`config.mk`:
```
export PLATFORM = sky130hd
export DESIGN_NAME = pm_caps
export DESIGN_NICKNAME = d
export VERILOG_FILES = /design/src/verilog/pm_caps_pkg.sv /design/src/verilog/pm_caps.sv
export SDC_FILE = /design/constraint.sdc
export NUM_CORES = 1
export LEC_CHECK = 0
export ABC_CLOCK_PERIOD_IN_PS = 1940
export BUFFER_PORTS_ARGS = -buffer_cell sky130_fd_sc_hd__buf_2
export CAP_MARGIN = 20
export CORE_AREA = 2 2 146 91
export CTS_BUF_LIST = sky130_fd_sc_hd__clkbuf_2
export DETAILED_ROUTE_END_ITERATION = 8
export DIE_AREA = 0 0 148 93
export GPL_TIMING_DRIVEN = 0
export HOLD_SLACK_MARGIN = 0.08
export PLACE_DENSITY_LB_ADDON = 0.3
export SLEW_MARGIN = 10
export SYNTH_ARGS = -nofsm -noshare
export SYNTH_HDL_FRONTEND = slang
export SYNTH_SLANG_ARGS = --single-unit
```
`constraint.sdc`:
```
create_clock -name clk_i -period 1.94 [get_ports clk_i]
set_clock_uncertainty 0.15 [all_clocks]
set_input_delay 0.388 -clock clk_i [delete_from_list [all_inputs] [get_ports clk_i]]
set_output_delay 0.388 -clock clk_i [all_outputs]
set_load 0.02 [all_outputs]
```
`src/verilog/pm_caps_pkg.sv`:
```
/*
  Constants, register offsets, field positions and carrier types for the
  per-port power-management capability block. Assumes one core clock and
  an active-low fundamental reset.
*/
// What this block does
// - in D0 the link stays in L0 unless ASPM lowers it.
// - D0 allows L0, L0s or ASPM L1; D1 and D2 allow L1; D3hot allows L1 or L2/L3 Ready.
// - D3cold link is L2 with auxiliary power, L3 without it.
// - transmit L0s puts transmit lanes into high impedance.
// - receive L0s puts receive lanes into low power.
// - L1 and L2/L3 Ready put receive lanes into low power and halt FC timers; clocks may stop in L2/L3 Ready only.
// - software writing D1, D2 or D3hot moves the link into L1.
// - L2/L3 Ready follows D3hot once the turn-off message arrives; L2 or L3 follows once main power goes off.
// - capability ID bits 7:0 at 40h read 01h.
// - next-capability pointer defaults to 48h.
// - version field bits 18:16 reads 011b.
// - aux current reads 000b when data is implemented or D3cold wake unsupported.
// - D1 and D2 support bits 25 and 26 read 1.
// - PME support bits 31, 30 and 27 read 1.
// - power-state bits 1:0 at 44h report and select D0 to D3hot.
// - no-soft-reset bit 3 reads 1.
// - bit 8 enables PME generation; bit 15 shows PME being generated.
// - data select is serial-only writable until a serial write, then read-write.
// - four serial-written scale/data entries per port, others read 00h.
// - upstream port captures slot power limit value and scale at 6Ch.
// - ASPM support bits 11:10 at 74h report L0s and L1.
// - L0s exit latency from fast-training count; L1 exit latency from link speed.
package pm_caps_pkg;

  // ---------------------------------------------------------------
  // register offsets
  // ---------------------------------------------------------------
  localparam logic [11:0] OFS_PM_CAP = 12'h040;
  localparam logic [11:0] OFS_PM_CSR = 12'h044;
  localparam logic [11:0] OFS_DEV_CAP = 12'h06C;
  localparam logic [11:0] OFS_DEV_CTL = 12'h070;
  localparam logic [11:0] OFS_LINK_CAP = 12'h074;

  // ---------------------------------------------------------------
  // fixed field values
  // ---------------------------------------------------------------
  localparam logic [7:0] CAP_ID = 8'h01;
  localparam logic [7:0] NEXT_PTR = 8'h48;
  localparam logic [2:0] PM_VERSION = 3'h3;
  localparam logic [4:0] PME_SUPPORT = 5'h19;
  localparam logic [1:0] ASPM_SUPPORT = 2'h3;
  localparam logic [2:0] L1_LAT_GEN2 = 3'h1;
  localparam logic [2:0] L1_LAT_GEN1 = 3'h2;
  localparam logic WAKE_D3COLD = 1'b1;
  localparam int NUM_ENTRIES = 4;

  // ---------------------------------------------------------------
  // exit latency timing, symbol times in ns
  // ---------------------------------------------------------------
  localparam int SYM_NS_GEN1 = 4;
  localparam int SYM_NS_GEN2 = 2;
  localparam int SYM_PER_FTS = 4;
  localparam logic [12:0] LAT_64NS = 13'h0040;

  // ---------------------------------------------------------------
  // reset values
  // ---------------------------------------------------------------
  localparam logic [1:0] RST_PSTATE = 2'h0;
  localparam logic [3:0] RST_SEL = 4'h0;

  // ---------------------------------------------------------------
  // types
  // ---------------------------------------------------------------
  typedef enum logic [1:0] {D0, D1, D2, D3HOT} dstate_t;
  typedef enum {LK_L0, LK_L0S, LK_L1, LK_L23RDY, LK_L2, LK_L3} link_t;

  typedef struct packed {
    logic valid;
    logic write;
    logic [11:0] addr;
    logic [3:0] be;
    logic [31:0] wdata;
  } cfg_req_t;

  typedef struct packed {
    logic valid;
    logic [31:0] rdata;
  } cfg_rsp_t;

  typedef struct packed {
    logic valid;
    logic [7:0] value;
    logic [1:0] scale;
  } slot_msg_t;

  typedef struct packed {
    logic [2:0] state;
    logic tx_hiz;
    logic rx_lowpwr;
    logic fc_halt;
    logic clk_stop_ok;
    logic pme_req;
  } phy_ctl_t;

endpackage

```
`src/verilog/pm_caps.sv`:
```
/*
  Power-management state mapping and capability registers of one switch
  port. Configuration reads and writes arrive on the cfg port; serial
  EEPROM and I2C writes arrive on the ser port. Link events come from the
  link layer and are synchronous to clk_i.
*/
`timescale 1ns/10ps
module pm_caps (
  // clock and reset
  input wire logic clk_i,
  input wire logic rst_n_i,
  // port role
  input wire logic upstream_port_i,
  // configuration access
  input wire pm_caps_pkg::cfg_req_t cfg_req_i,
  output pm_caps_pkg::cfg_rsp_t cfg_rsp_o,
  // serial eeprom and i2c writes
  input wire pm_caps_pkg::cfg_req_t ser_req_i,
  // slot power limit message
  input wire pm_caps_pkg::slot_msg_t slot_msg_i,
  // link events
  input wire logic [1:0] aspm_ctl_i,
  input wire logic tx_idle_i,
  input wire logic rx_idle_i,
  input wire logic aspm_l1_req_i,
  input wire logic l1_exit_i,
  input wire logic turn_off_i,
  input wire logic main_off_i,
  input wire logic vaux_present_i,
  input wire logic gen2_i,
  input wire logic [7:0] n_fts_i,
  input wire logic pme_event_i,
  // link power control
  output pm_caps_pkg::phy_ctl_t phy_o
);

  // ---------------------------------------------------------------
  // state
  // ---------------------------------------------------------------
  typedef struct packed {
    logic [1:0] pstate;
    logic pme_en;
    logic pme_status;
    logic [3:0] sel;
    logic sel_unlocked;
    logic data_impl;
    logic [pm_caps_pkg::NUM_ENTRIES-1:0][1:0] scale;
    logic [pm_caps_pkg::NUM_ENTRIES-1:0][7:0] data;
    logic [2:0] aux_cur;
    logic aux_pm_en;
    logic [7:0] slot_val;
    logic [1:0] slot_scale;
    pm_caps_pkg::link_t link;
    logic aspm_l1;
    logic rsp_valid;
    logic [31:0] rdata;
  } state_t;

  state_t st;
  state_t next_st;

  // ---------------------------------------------------------------
  // decoded accesses
  // ---------------------------------------------------------------
  logic cfg_wr;
  logic cfg_rd;
  logic ser_wr;
  logic cfg_csr;
  logic ser_csr;
  logic [31:0] rd_word;
  logic [7:0] sel_data;
  logic [1:0] sel_scale;
  logic sel_in_range;

  assign cfg_wr = cfg_req_i.valid & cfg_req_i.write;
  assign cfg_rd = cfg_req_i.valid & ~cfg_req_i.write;
  assign ser_wr = ser_req_i.valid & ser_req_i.write;
  assign cfg_csr = cfg_wr & (cfg_req_i.addr == pm_caps_pkg::OFS_PM_CSR);
  assign ser_csr = ser_wr & (ser_req_i.addr == pm_caps_pkg::OFS_PM_CSR);

  // ---------------------------------------------------------------
  // power data entry selection
  // ---------------------------------------------------------------
  assign sel_in_range = (st.sel < 4'(pm_caps_pkg::NUM_ENTRIES));
  assign sel_data = sel_in_range ? st.data[st.sel[1:0]] : 8'h00;
  assign sel_scale = sel_in_range ? st.scale[st.sel[1:0]] : 2'h0;

  // ---------------------------------------------------------------
  // exit latency encodings
  // ---------------------------------------------------------------
  logic [12:0] l0s_ns;
  logic [2:0] l0s_lat;
  logic [2:0] l1_lat;

  always_comb begin
    l0s_ns = 13'(n_fts_i) * 13'(pm_caps_pkg::SYM_PER_FTS)
      * (gen2_i ? 13'(pm_caps_pkg::SYM_NS_GEN2) : 13'(pm_caps_pkg::SYM_NS_GEN1));
    if (l0s_ns < pm_caps_pkg::LAT_64NS) begin
      l0s_lat = 3'h0;
    end else if (l0s_ns < (pm_caps_pkg::LAT_64NS << 1)) begin
      l0s_lat = 3'h1;
    end else if (l0s_ns < (pm_caps_pkg::LAT_64NS << 2)) begin
      l0s_lat = 3'h2;
    end else if (l0s_ns < (pm_caps_pkg::LAT_64NS << 3)) begin
      l0s_lat = 3'h3;
    end else if (l0s_ns < (pm_caps_pkg::LAT_64NS << 4)) begin
      l0s_lat = 3'h4;
    end else if (l0s_ns < (pm_caps_pkg::LAT_64NS << 5)) begin
      l0s_lat = 3'h5;
    end else if (l0s_ns < (pm_caps_pkg::LAT_64NS << 6)) begin
      l0s_lat = 3'h6;
    end else begin
      l0s_lat = 3'h7;
    end
    l1_lat = gen2_i ? pm_caps_pkg::L1_LAT_GEN2 : pm_caps_pkg::L1_LAT_GEN1;
  end

  // ---------------------------------------------------------------
  // read mux
  // ---------------------------------------------------------------
  logic [2:0] aux_cur_rd;

  assign aux_cur_rd = (st.data_impl | ~pm_caps_pkg::WAKE_D3COLD) ? 3'h0 : st.aux_cur;

  always_comb begin
    rd_word = 32'h0000_0000;
    case (cfg_req_i.addr)
      pm_caps_pkg::OFS_PM_CAP: begin
        rd_word[7:0] = pm_caps_pkg::CAP_ID;
        rd_word[15:8] = pm_caps_pkg::NEXT_PTR;
        rd_word[18:16] = pm_caps_pkg::PM_VERSION;
        rd_word[24:22] = aux_cur_rd;
        rd_word[25] = 1'b1;
        rd_word[26] = 1'b1;
        rd_word[31:27] = pm_caps_pkg::PME_SUPPORT;
      end
      pm_caps_pkg::OFS_PM_CSR: begin
        rd_word[1:0] = st.pstate;
        rd_word[3] = 1'b1;
        rd_word[8] = st.pme_en;
        rd_word[12:9] = st.sel;
        rd_word[14:13] = sel_scale;
        rd_word[15] = st.pme_status;
        rd_word[23:22] = 2'h0;
        rd_word[31:24] = sel_data;
      end
      pm_caps_pkg::OFS_DEV_CAP: begin
        rd_word[11:6] = 6'h00;
        rd_word[25:18] = st.slot_val;
        rd_word[27:26] = st.slot_scale;
      end
      pm_caps_pkg::OFS_DEV_CTL: begin
        rd_word[10] = st.aux_pm_en;
        rd_word[20] = vaux_present_i;
      end
      pm_caps_pkg::OFS_LINK_CAP: begin
        rd_word[11:10] = pm_caps_pkg::ASPM_SUPPORT;
        rd_word[14:12] = l0s_lat;
        rd_word[17:15] = l1_lat;
      end
      default: begin
        rd_word = 32'h0000_0000;
      end
    endcase
  end

  // ---------------------------------------------------------------
  // next state
  // ---------------------------------------------------------------
  always_comb begin
    next_st = st;
    next_st.rsp_valid = cfg_rd;
    next_st.rdata = cfg_rd ? rd_word : st.rdata;

    // configuration writes to status/control
    if (cfg_csr && cfg_req_i.be[0]) begin
      next_st.pstate = cfg_req_i.wdata[1:0];
    end
    if (cfg_csr && cfg_req_i.be[1]) begin
      next_st.pme_en = cfg_req_i.wdata[8];
      if (st.sel_unlocked) begin
        next_st.sel = cfg_req_i.wdata[12:9];
      end
    end

    // serial writes to status/control and data entries
    if (ser_csr && ser_req_i.be[1]) begin
      next_st.sel = ser_req_i.wdata[12:9];
      next_st.sel_unlocked = 1'b1;
    end
    if (ser_csr && (ser_req_i.be[1] || ser_req_i.be[3])) begin
      if (ser_req_i.wdata[12:9] < 4'(pm_caps_pkg::NUM_ENTRIES)) begin
        if (ser_req_i.be[1]) begin
          next_st.scale[ser_req_i.wdata[10:9]] = ser_req_i.wdata[14:13];
        end
        if (ser_req_i.be[3]) begin
          next_st.data[ser_req_i.wdata[10:9]] = ser_req_i.wdata[31:24];
        end
      end
    end
    if (ser_csr && ser_req_i.be[3]) begin
      next_st.data_impl = 1'b1;
    end
    if (ser_wr && (ser_req_i.addr == pm_caps_pkg::OFS_PM_CAP) && ser_req_i.be[2]) begin
      next_st.aux_cur[1:0] = ser_req_i.wdata[23:22];
    end
    if (ser_wr && (ser_req_i.addr == pm_caps_pkg::OFS_PM_CAP) && ser_req_i.be[3]) begin
      next_st.aux_cur[2] = ser_req_i.wdata[24];
    end

    // device control
    if (cfg_wr && (cfg_req_i.addr == pm_caps_pkg::OFS_DEV_CTL) && cfg_req_i.be[1]) begin
      next_st.aux_pm_en = cfg_req_i.wdata[10];
    end

    // pme status, set wins over clear
    if (cfg_csr && cfg_req_i.be[1] && cfg_req_i.wdata[15]) begin
      next_st.pme_status = 1'b0;
    end
    if (pme_event_i && st.pme_en) begin
      next_st.pme_status = 1'b1;
    end

    // captured slot power limit on the upstream port
    if (slot_msg_i.valid && upstream_port_i) begin
      next_st.slot_val = slot_msg_i.value;
      next_st.slot_scale = slot_msg_i.scale;
    end

    // link state tracking
    case (st.link)
      pm_caps_pkg::LK_L0: begin
        if (st.pstate != pm_caps_pkg::D0) begin
          next_st.link = pm_caps_pkg::LK_L1;
          next_st.aspm_l1 = 1'b0;
        end else if (aspm_l1_req_i && aspm_ctl_i[1]) begin
          next_st.link = pm_caps_pkg::LK_L1;
          next_st.aspm_l1 = 1'b1;
        end else if (tx_idle_i && aspm_ctl_i[0]) begin
          next_st.link = pm_caps_pkg::LK_L0S;
        end else begin
          next_st.link = pm_caps_pkg::LK_L0;
        end
      end
      pm_caps_pkg::LK_L0S: begin
        if (st.pstate != pm_caps_pkg::D0) begin
          next_st.link = pm_caps_pkg::LK_L1;
          next_st.aspm_l1 = 1'b0;
        end else if (!tx_idle_i || !aspm_ctl_i[0]) begin
          next_st.link = pm_caps_pkg::LK_L0;
        end
      end
      pm_caps_pkg::LK_L1: begin
        if (st.pstate == pm_caps_pkg::D0) begin
          if (!st.aspm_l1 || l1_exit_i) begin
            next_st.link = pm_caps_pkg::LK_L0;
            next_st.aspm_l1 = 1'b0;
          end
        end else if (turn_off_i && st.pstate == pm_caps_pkg::D3HOT) begin
          next_st.link = pm_caps_pkg::LK_L23RDY;
        end
      end
      pm_caps_pkg::LK_L23RDY: begin
        if (main_off_i) begin
          next_st.link = vaux_present_i ? pm_caps_pkg::LK_L2 : pm_caps_pkg::LK_L3;
        end else if (st.pstate == pm_caps_pkg::D0) begin
          next_st.link = pm_caps_pkg::LK_L0;
        end
      end
      pm_caps_pkg::LK_L2: begin
        if (!vaux_present_i) begin
          next_st.link = pm_caps_pkg::LK_L3;
        end
      end
      pm_caps_pkg::LK_L3: begin
        next_st.link = pm_caps_pkg::LK_L3;
      end
      default: begin
        next_st.link = pm_caps_pkg::LK_L0;
      end
    endcase
  end

  // ---------------------------------------------------------------
  // registers
  // ---------------------------------------------------------------
  always_ff @(posedge clk_i or negedge rst_n_i) begin
    if (!rst_n_i) begin
      st.pstate <= pm_caps_pkg::RST_PSTATE;
      st.pme_en <= 1'b0;
      st.pme_status <= 1'b0;
      st.sel <= pm_caps_pkg::RST_SEL;
      st.sel_unlocked <= 1'b0;
      st.data_impl <= 1'b0;
      st.scale <= '0;
      st.data <= '0;
      st.aux_cur <= 3'h0;
      st.aux_pm_en <= 1'b0;
      st.slot_val <= 8'h00;
      st.slot_scale <= 2'h0;
      st.link <= pm_caps_pkg::LK_L0;
      st.aspm_l1 <= 1'b0;
      st.rsp_valid <= 1'b0;
      st.rdata <= 32'h0000_0000;
    end else begin
      st <= next_st;
    end
  end

  // ---------------------------------------------------------------
  // outputs
  // ---------------------------------------------------------------
  logic deep_idle;

  assign deep_idle = (st.link == pm_caps_pkg::LK_L1) || (st.link == pm_caps_pkg::LK_L23RDY);

  assign cfg_rsp_o.valid = st.rsp_valid;
  assign cfg_rsp_o.rdata = st.rdata;

  assign phy_o.state = 3'(st.link);
  assign phy_o.tx_hiz = (st.link == pm_caps_pkg::LK_L0S);
  assign phy_o.rx_lowpwr = deep_idle
    || (rx_idle_i && ((st.link == pm_caps_pkg::LK_L0) || (st.link == pm_caps_pkg::LK_L0S)));
  assign phy_o.fc_halt = deep_idle;
  assign phy_o.clk_stop_ok = (st.link == pm_caps_pkg::LK_L23RDY);
  assign phy_o.pme_req = st.pme_status & st.pme_en;

endmodule

```
==> impl_metrics.toml <==
[placed_design]
gp_congestion = 0.900
place_ws_ps = -898
portBuffers = 122
placed_cell_area_sq_um = 5750
post-dp-hpwl_um = 9650

[sta]
slew_viol_final = 0
fmax_mhz = 479
fin_ws_ps = -149
final-hold-violation-count = 0
maxSlewHeadroom_pct = 50.7
rsz0062_at_grt = "true"
setup_viol = 7
min_period_ps = 2090
post-route-period-util_pct = 108
tightest_slew_ps = 740

[power_and_ir_drop]
ir_worst_vdd_uv = 319
leakagePower_nw = 3.34
p_per_area_nw_per_um2 = 503

[min_path]
min_from = "n_fts_i[4]"
min_path_cells = 5
holdPathEnd = "cfg_rsp_o[12]$_DFFE_PN0P_"
hold_class = "input port to flop"

[yosys]
ys_top_cells_by_area = "dfrtp_1 (49%), mux2_2 (13%), buf_4 (5.7%)"
syn_avg_cell_area_sq_um = 11.1
ys_ff_latch = 96
synth_edf_count = 0
synth_ff_type = "dfrtp_1"
ys_seq_area_share_pct = 49.5
synth_area_sq_um = 4850
synthArstFlopShare_pct = 100
synthTopCellsByCount = "dfrtp_1 (96), mux2_2 (57), nand2_1 (55)"
synth_cell_types = 51
synth_top_cell_by_area = "dfrtp_1"
synth.top_cell.area_share_pct = 49.5
yosysMostFrequentCell = "dfrtp_1"
synthCells = 438
yosys_warnings = 0

[flow_run]
maxCapViolations = 0

[worst_setup_path]
r2r-start = "st[125]$_DFFE_PN0P_"
critPathMaxFanout = 4
r2r_end = "cfg_rsp_o[25]$_DFFE_PN0P_"
worstSetupPathType = "flop to primary output"
crit_family = "flip-flops"
cp.arrival_ps = 1550
r2r_slack_ps = 110
crit_chain = "buf_8 -> nor2_4 -> and2_4 -> buf_6"
required_ps = 1400
cp-start-kind = "flop"
crit_slowest_cell = "dfrtp_1"
reg2reg_depth = 4
cp-end-kind = "primary output"
slowest_delay_ps = 470
cp.buffers_inverters = 2

[global_route]
overflow = 0
track_usage_pct = 20.0
antenna_found_initial = 1
grt_pass1_vias = 4237
grt_max_degree = 57
grt_first_pass_wirelength_um = 21400

[detailed_routing]
drcViolationCount = 0
vias = 4190
wirelength_um = 13500
dr.pass1.iters = 5
vias_per_cell = 5.04
drtAntennaViolNets = 0
drt_iter0_drc = 276
wl_per_cell_um = 16.2

[clock_tree]
htreeDepth = 3
cts_tree = "yes"
cts-root-buf = "clkbuf_2"
cts.clk_slew.worst_paths_ps = 250
clockBufferDepth = 2
cts.sinks = 96
insertion_delay_ps = 580
numCtsBuffers = 9

[floorplan]
ios = 174
core_sq_um = 12500
die_w_um = 148
rows = 32
die_h_um = 93
start_util_pct = 38.9
die_area_sq_um = 13800

[status]
outcome = "complete, but fails checks"
violations = "setup timing"

[final_layout]
area_growth_pct = 40.0
finish.instance_area_sq_um = 6800
fillers = 1094
drive_above_1_share_pct = 43.9
final_net_count = 788
layer usage:
metal	GRT usage (%)	share of wire [%]
met1	27.9	47
met2	31.5	45
met3	4.88	6.3
met4	5.00	1.4
met5	0	0
cell usage in the layout (no fill, tap or decap), drive strengths merged, types with 3 or more instances in the layout:
cell type	synthesis	layout
a32oi	4	4
nor3b	4	4
a22oi	4	4
inv	4	4
nor2	25	25
nand4b	3	3
clkbuf	12	22
mux2	57	57
buf	40	185
nor4	5	5
and3	4	4
nand2b	4	4
dfrtp	96	96
conb	1	5
nor3	8	8
dlygate4sd3	0	59
mux2i	4	4
nand3	17	17
a221o	3	3
and2	3	3
o31ai	5	5
a21oi	19	19
mux4	10	10
nor2b	4	4
nand4	4	4
nand2	55	55
o21ai	19	19
logic make-up after synthesis:
family,Yosys count,synth area share [%]
other,1,0.0773
buffers and inverters,56,7.24
DFF,96,49.5
muxes,71,18.7
and+or+nand+nor,149,16.0
AOI/OAI and AO/OA,65,8.46
worst max-delay path by stage:
stage | startpoint | endpoint | slack (ps) | cells after the start
2_1_floorplan | ser_req_i[40] | st[100]$_DFFE_PN0P_ | -470 | 6
3_3_place_gp | ser_req_i[40] | st[100]$_DFFE_PN0P_ | -860 | 7
3_5_place_dp | ser_req_i[40] | st[103]$_DFFE_PN0P_ | -900 | 7
4_1_cts | phy_o[7]$_DFFE_PN0P_ | phy_o[1] | -180 | 4
5_1_grt | phy_o[7]$_DFFE_PN0P_ | phy_o[1] | -250 | 4
6_report | phy_o[7]$_DFFE_PN0P_ | phy_o[1] | -150 | 4
report_power, final:
group          leakage, nW  total (W)  internal, W  switching [W]
registers             1.31    0.00206      0.00204      0.0000194
clock network       0.0673   0.000958     0.000305       0.000654
logic                 1.97   0.000406     0.000212       0.000195
total                 3.34    0.00342      0.00255       0.000867
per-stage QoR:
stage	std cells	setup TNS [ps]	util (%)	total power, W	hold slack, ps
6_report	831	-593	54.4	0.00342	120
5_1_grt	831	-1290	54.4	0.00358	94.6
4_1_cts	825	-3540	53.4	0.00344	85.1
3_5_place_dp	735	-38950	46.0	0.00240	313
3_3_place_gp	734	-92540	45.8	0.00238	307
2_1_floorplan	442	-13300	-	0.00220	-57.6
tightest hold or removal path, cell delays in order:
cell	delay, ps
buf_2	110
nor2_1	50
nand3_1	70
a32oi_1	90
o21ai_0	130
registers in the layout, indices dropped and copies added, names as in the netlist:
name,flops
phy_o,3
cfg_rsp_o,28
st,65
layout make-up:
type	count	area [sq um]	share of cell area, %
Timing Repair Buffer	205	1500	22.1
Sequential cell	96	2400	35.4
Antenna cell	1	2.50	0.0368
Clock inverter	4	45.0	0.663
Inverter	4	17.5	0.258
Clock buffer	12	60.1	0.884
Buffer	49	370	5.45
Tap cell	170	213	3.13
Multi-Input combinational cell	290	2190	32.2
timing repair:
action	4_1_cts	5_1_grt
pin swaps	9	6
hold buffers	59	1
endpoints found under the setup margin	33	58
endpoints found under the hold margin	129	1
setup buffers	15	9
gates resized for setup	28	27
No activity file was read; power rests on OpenSTA's default activity.
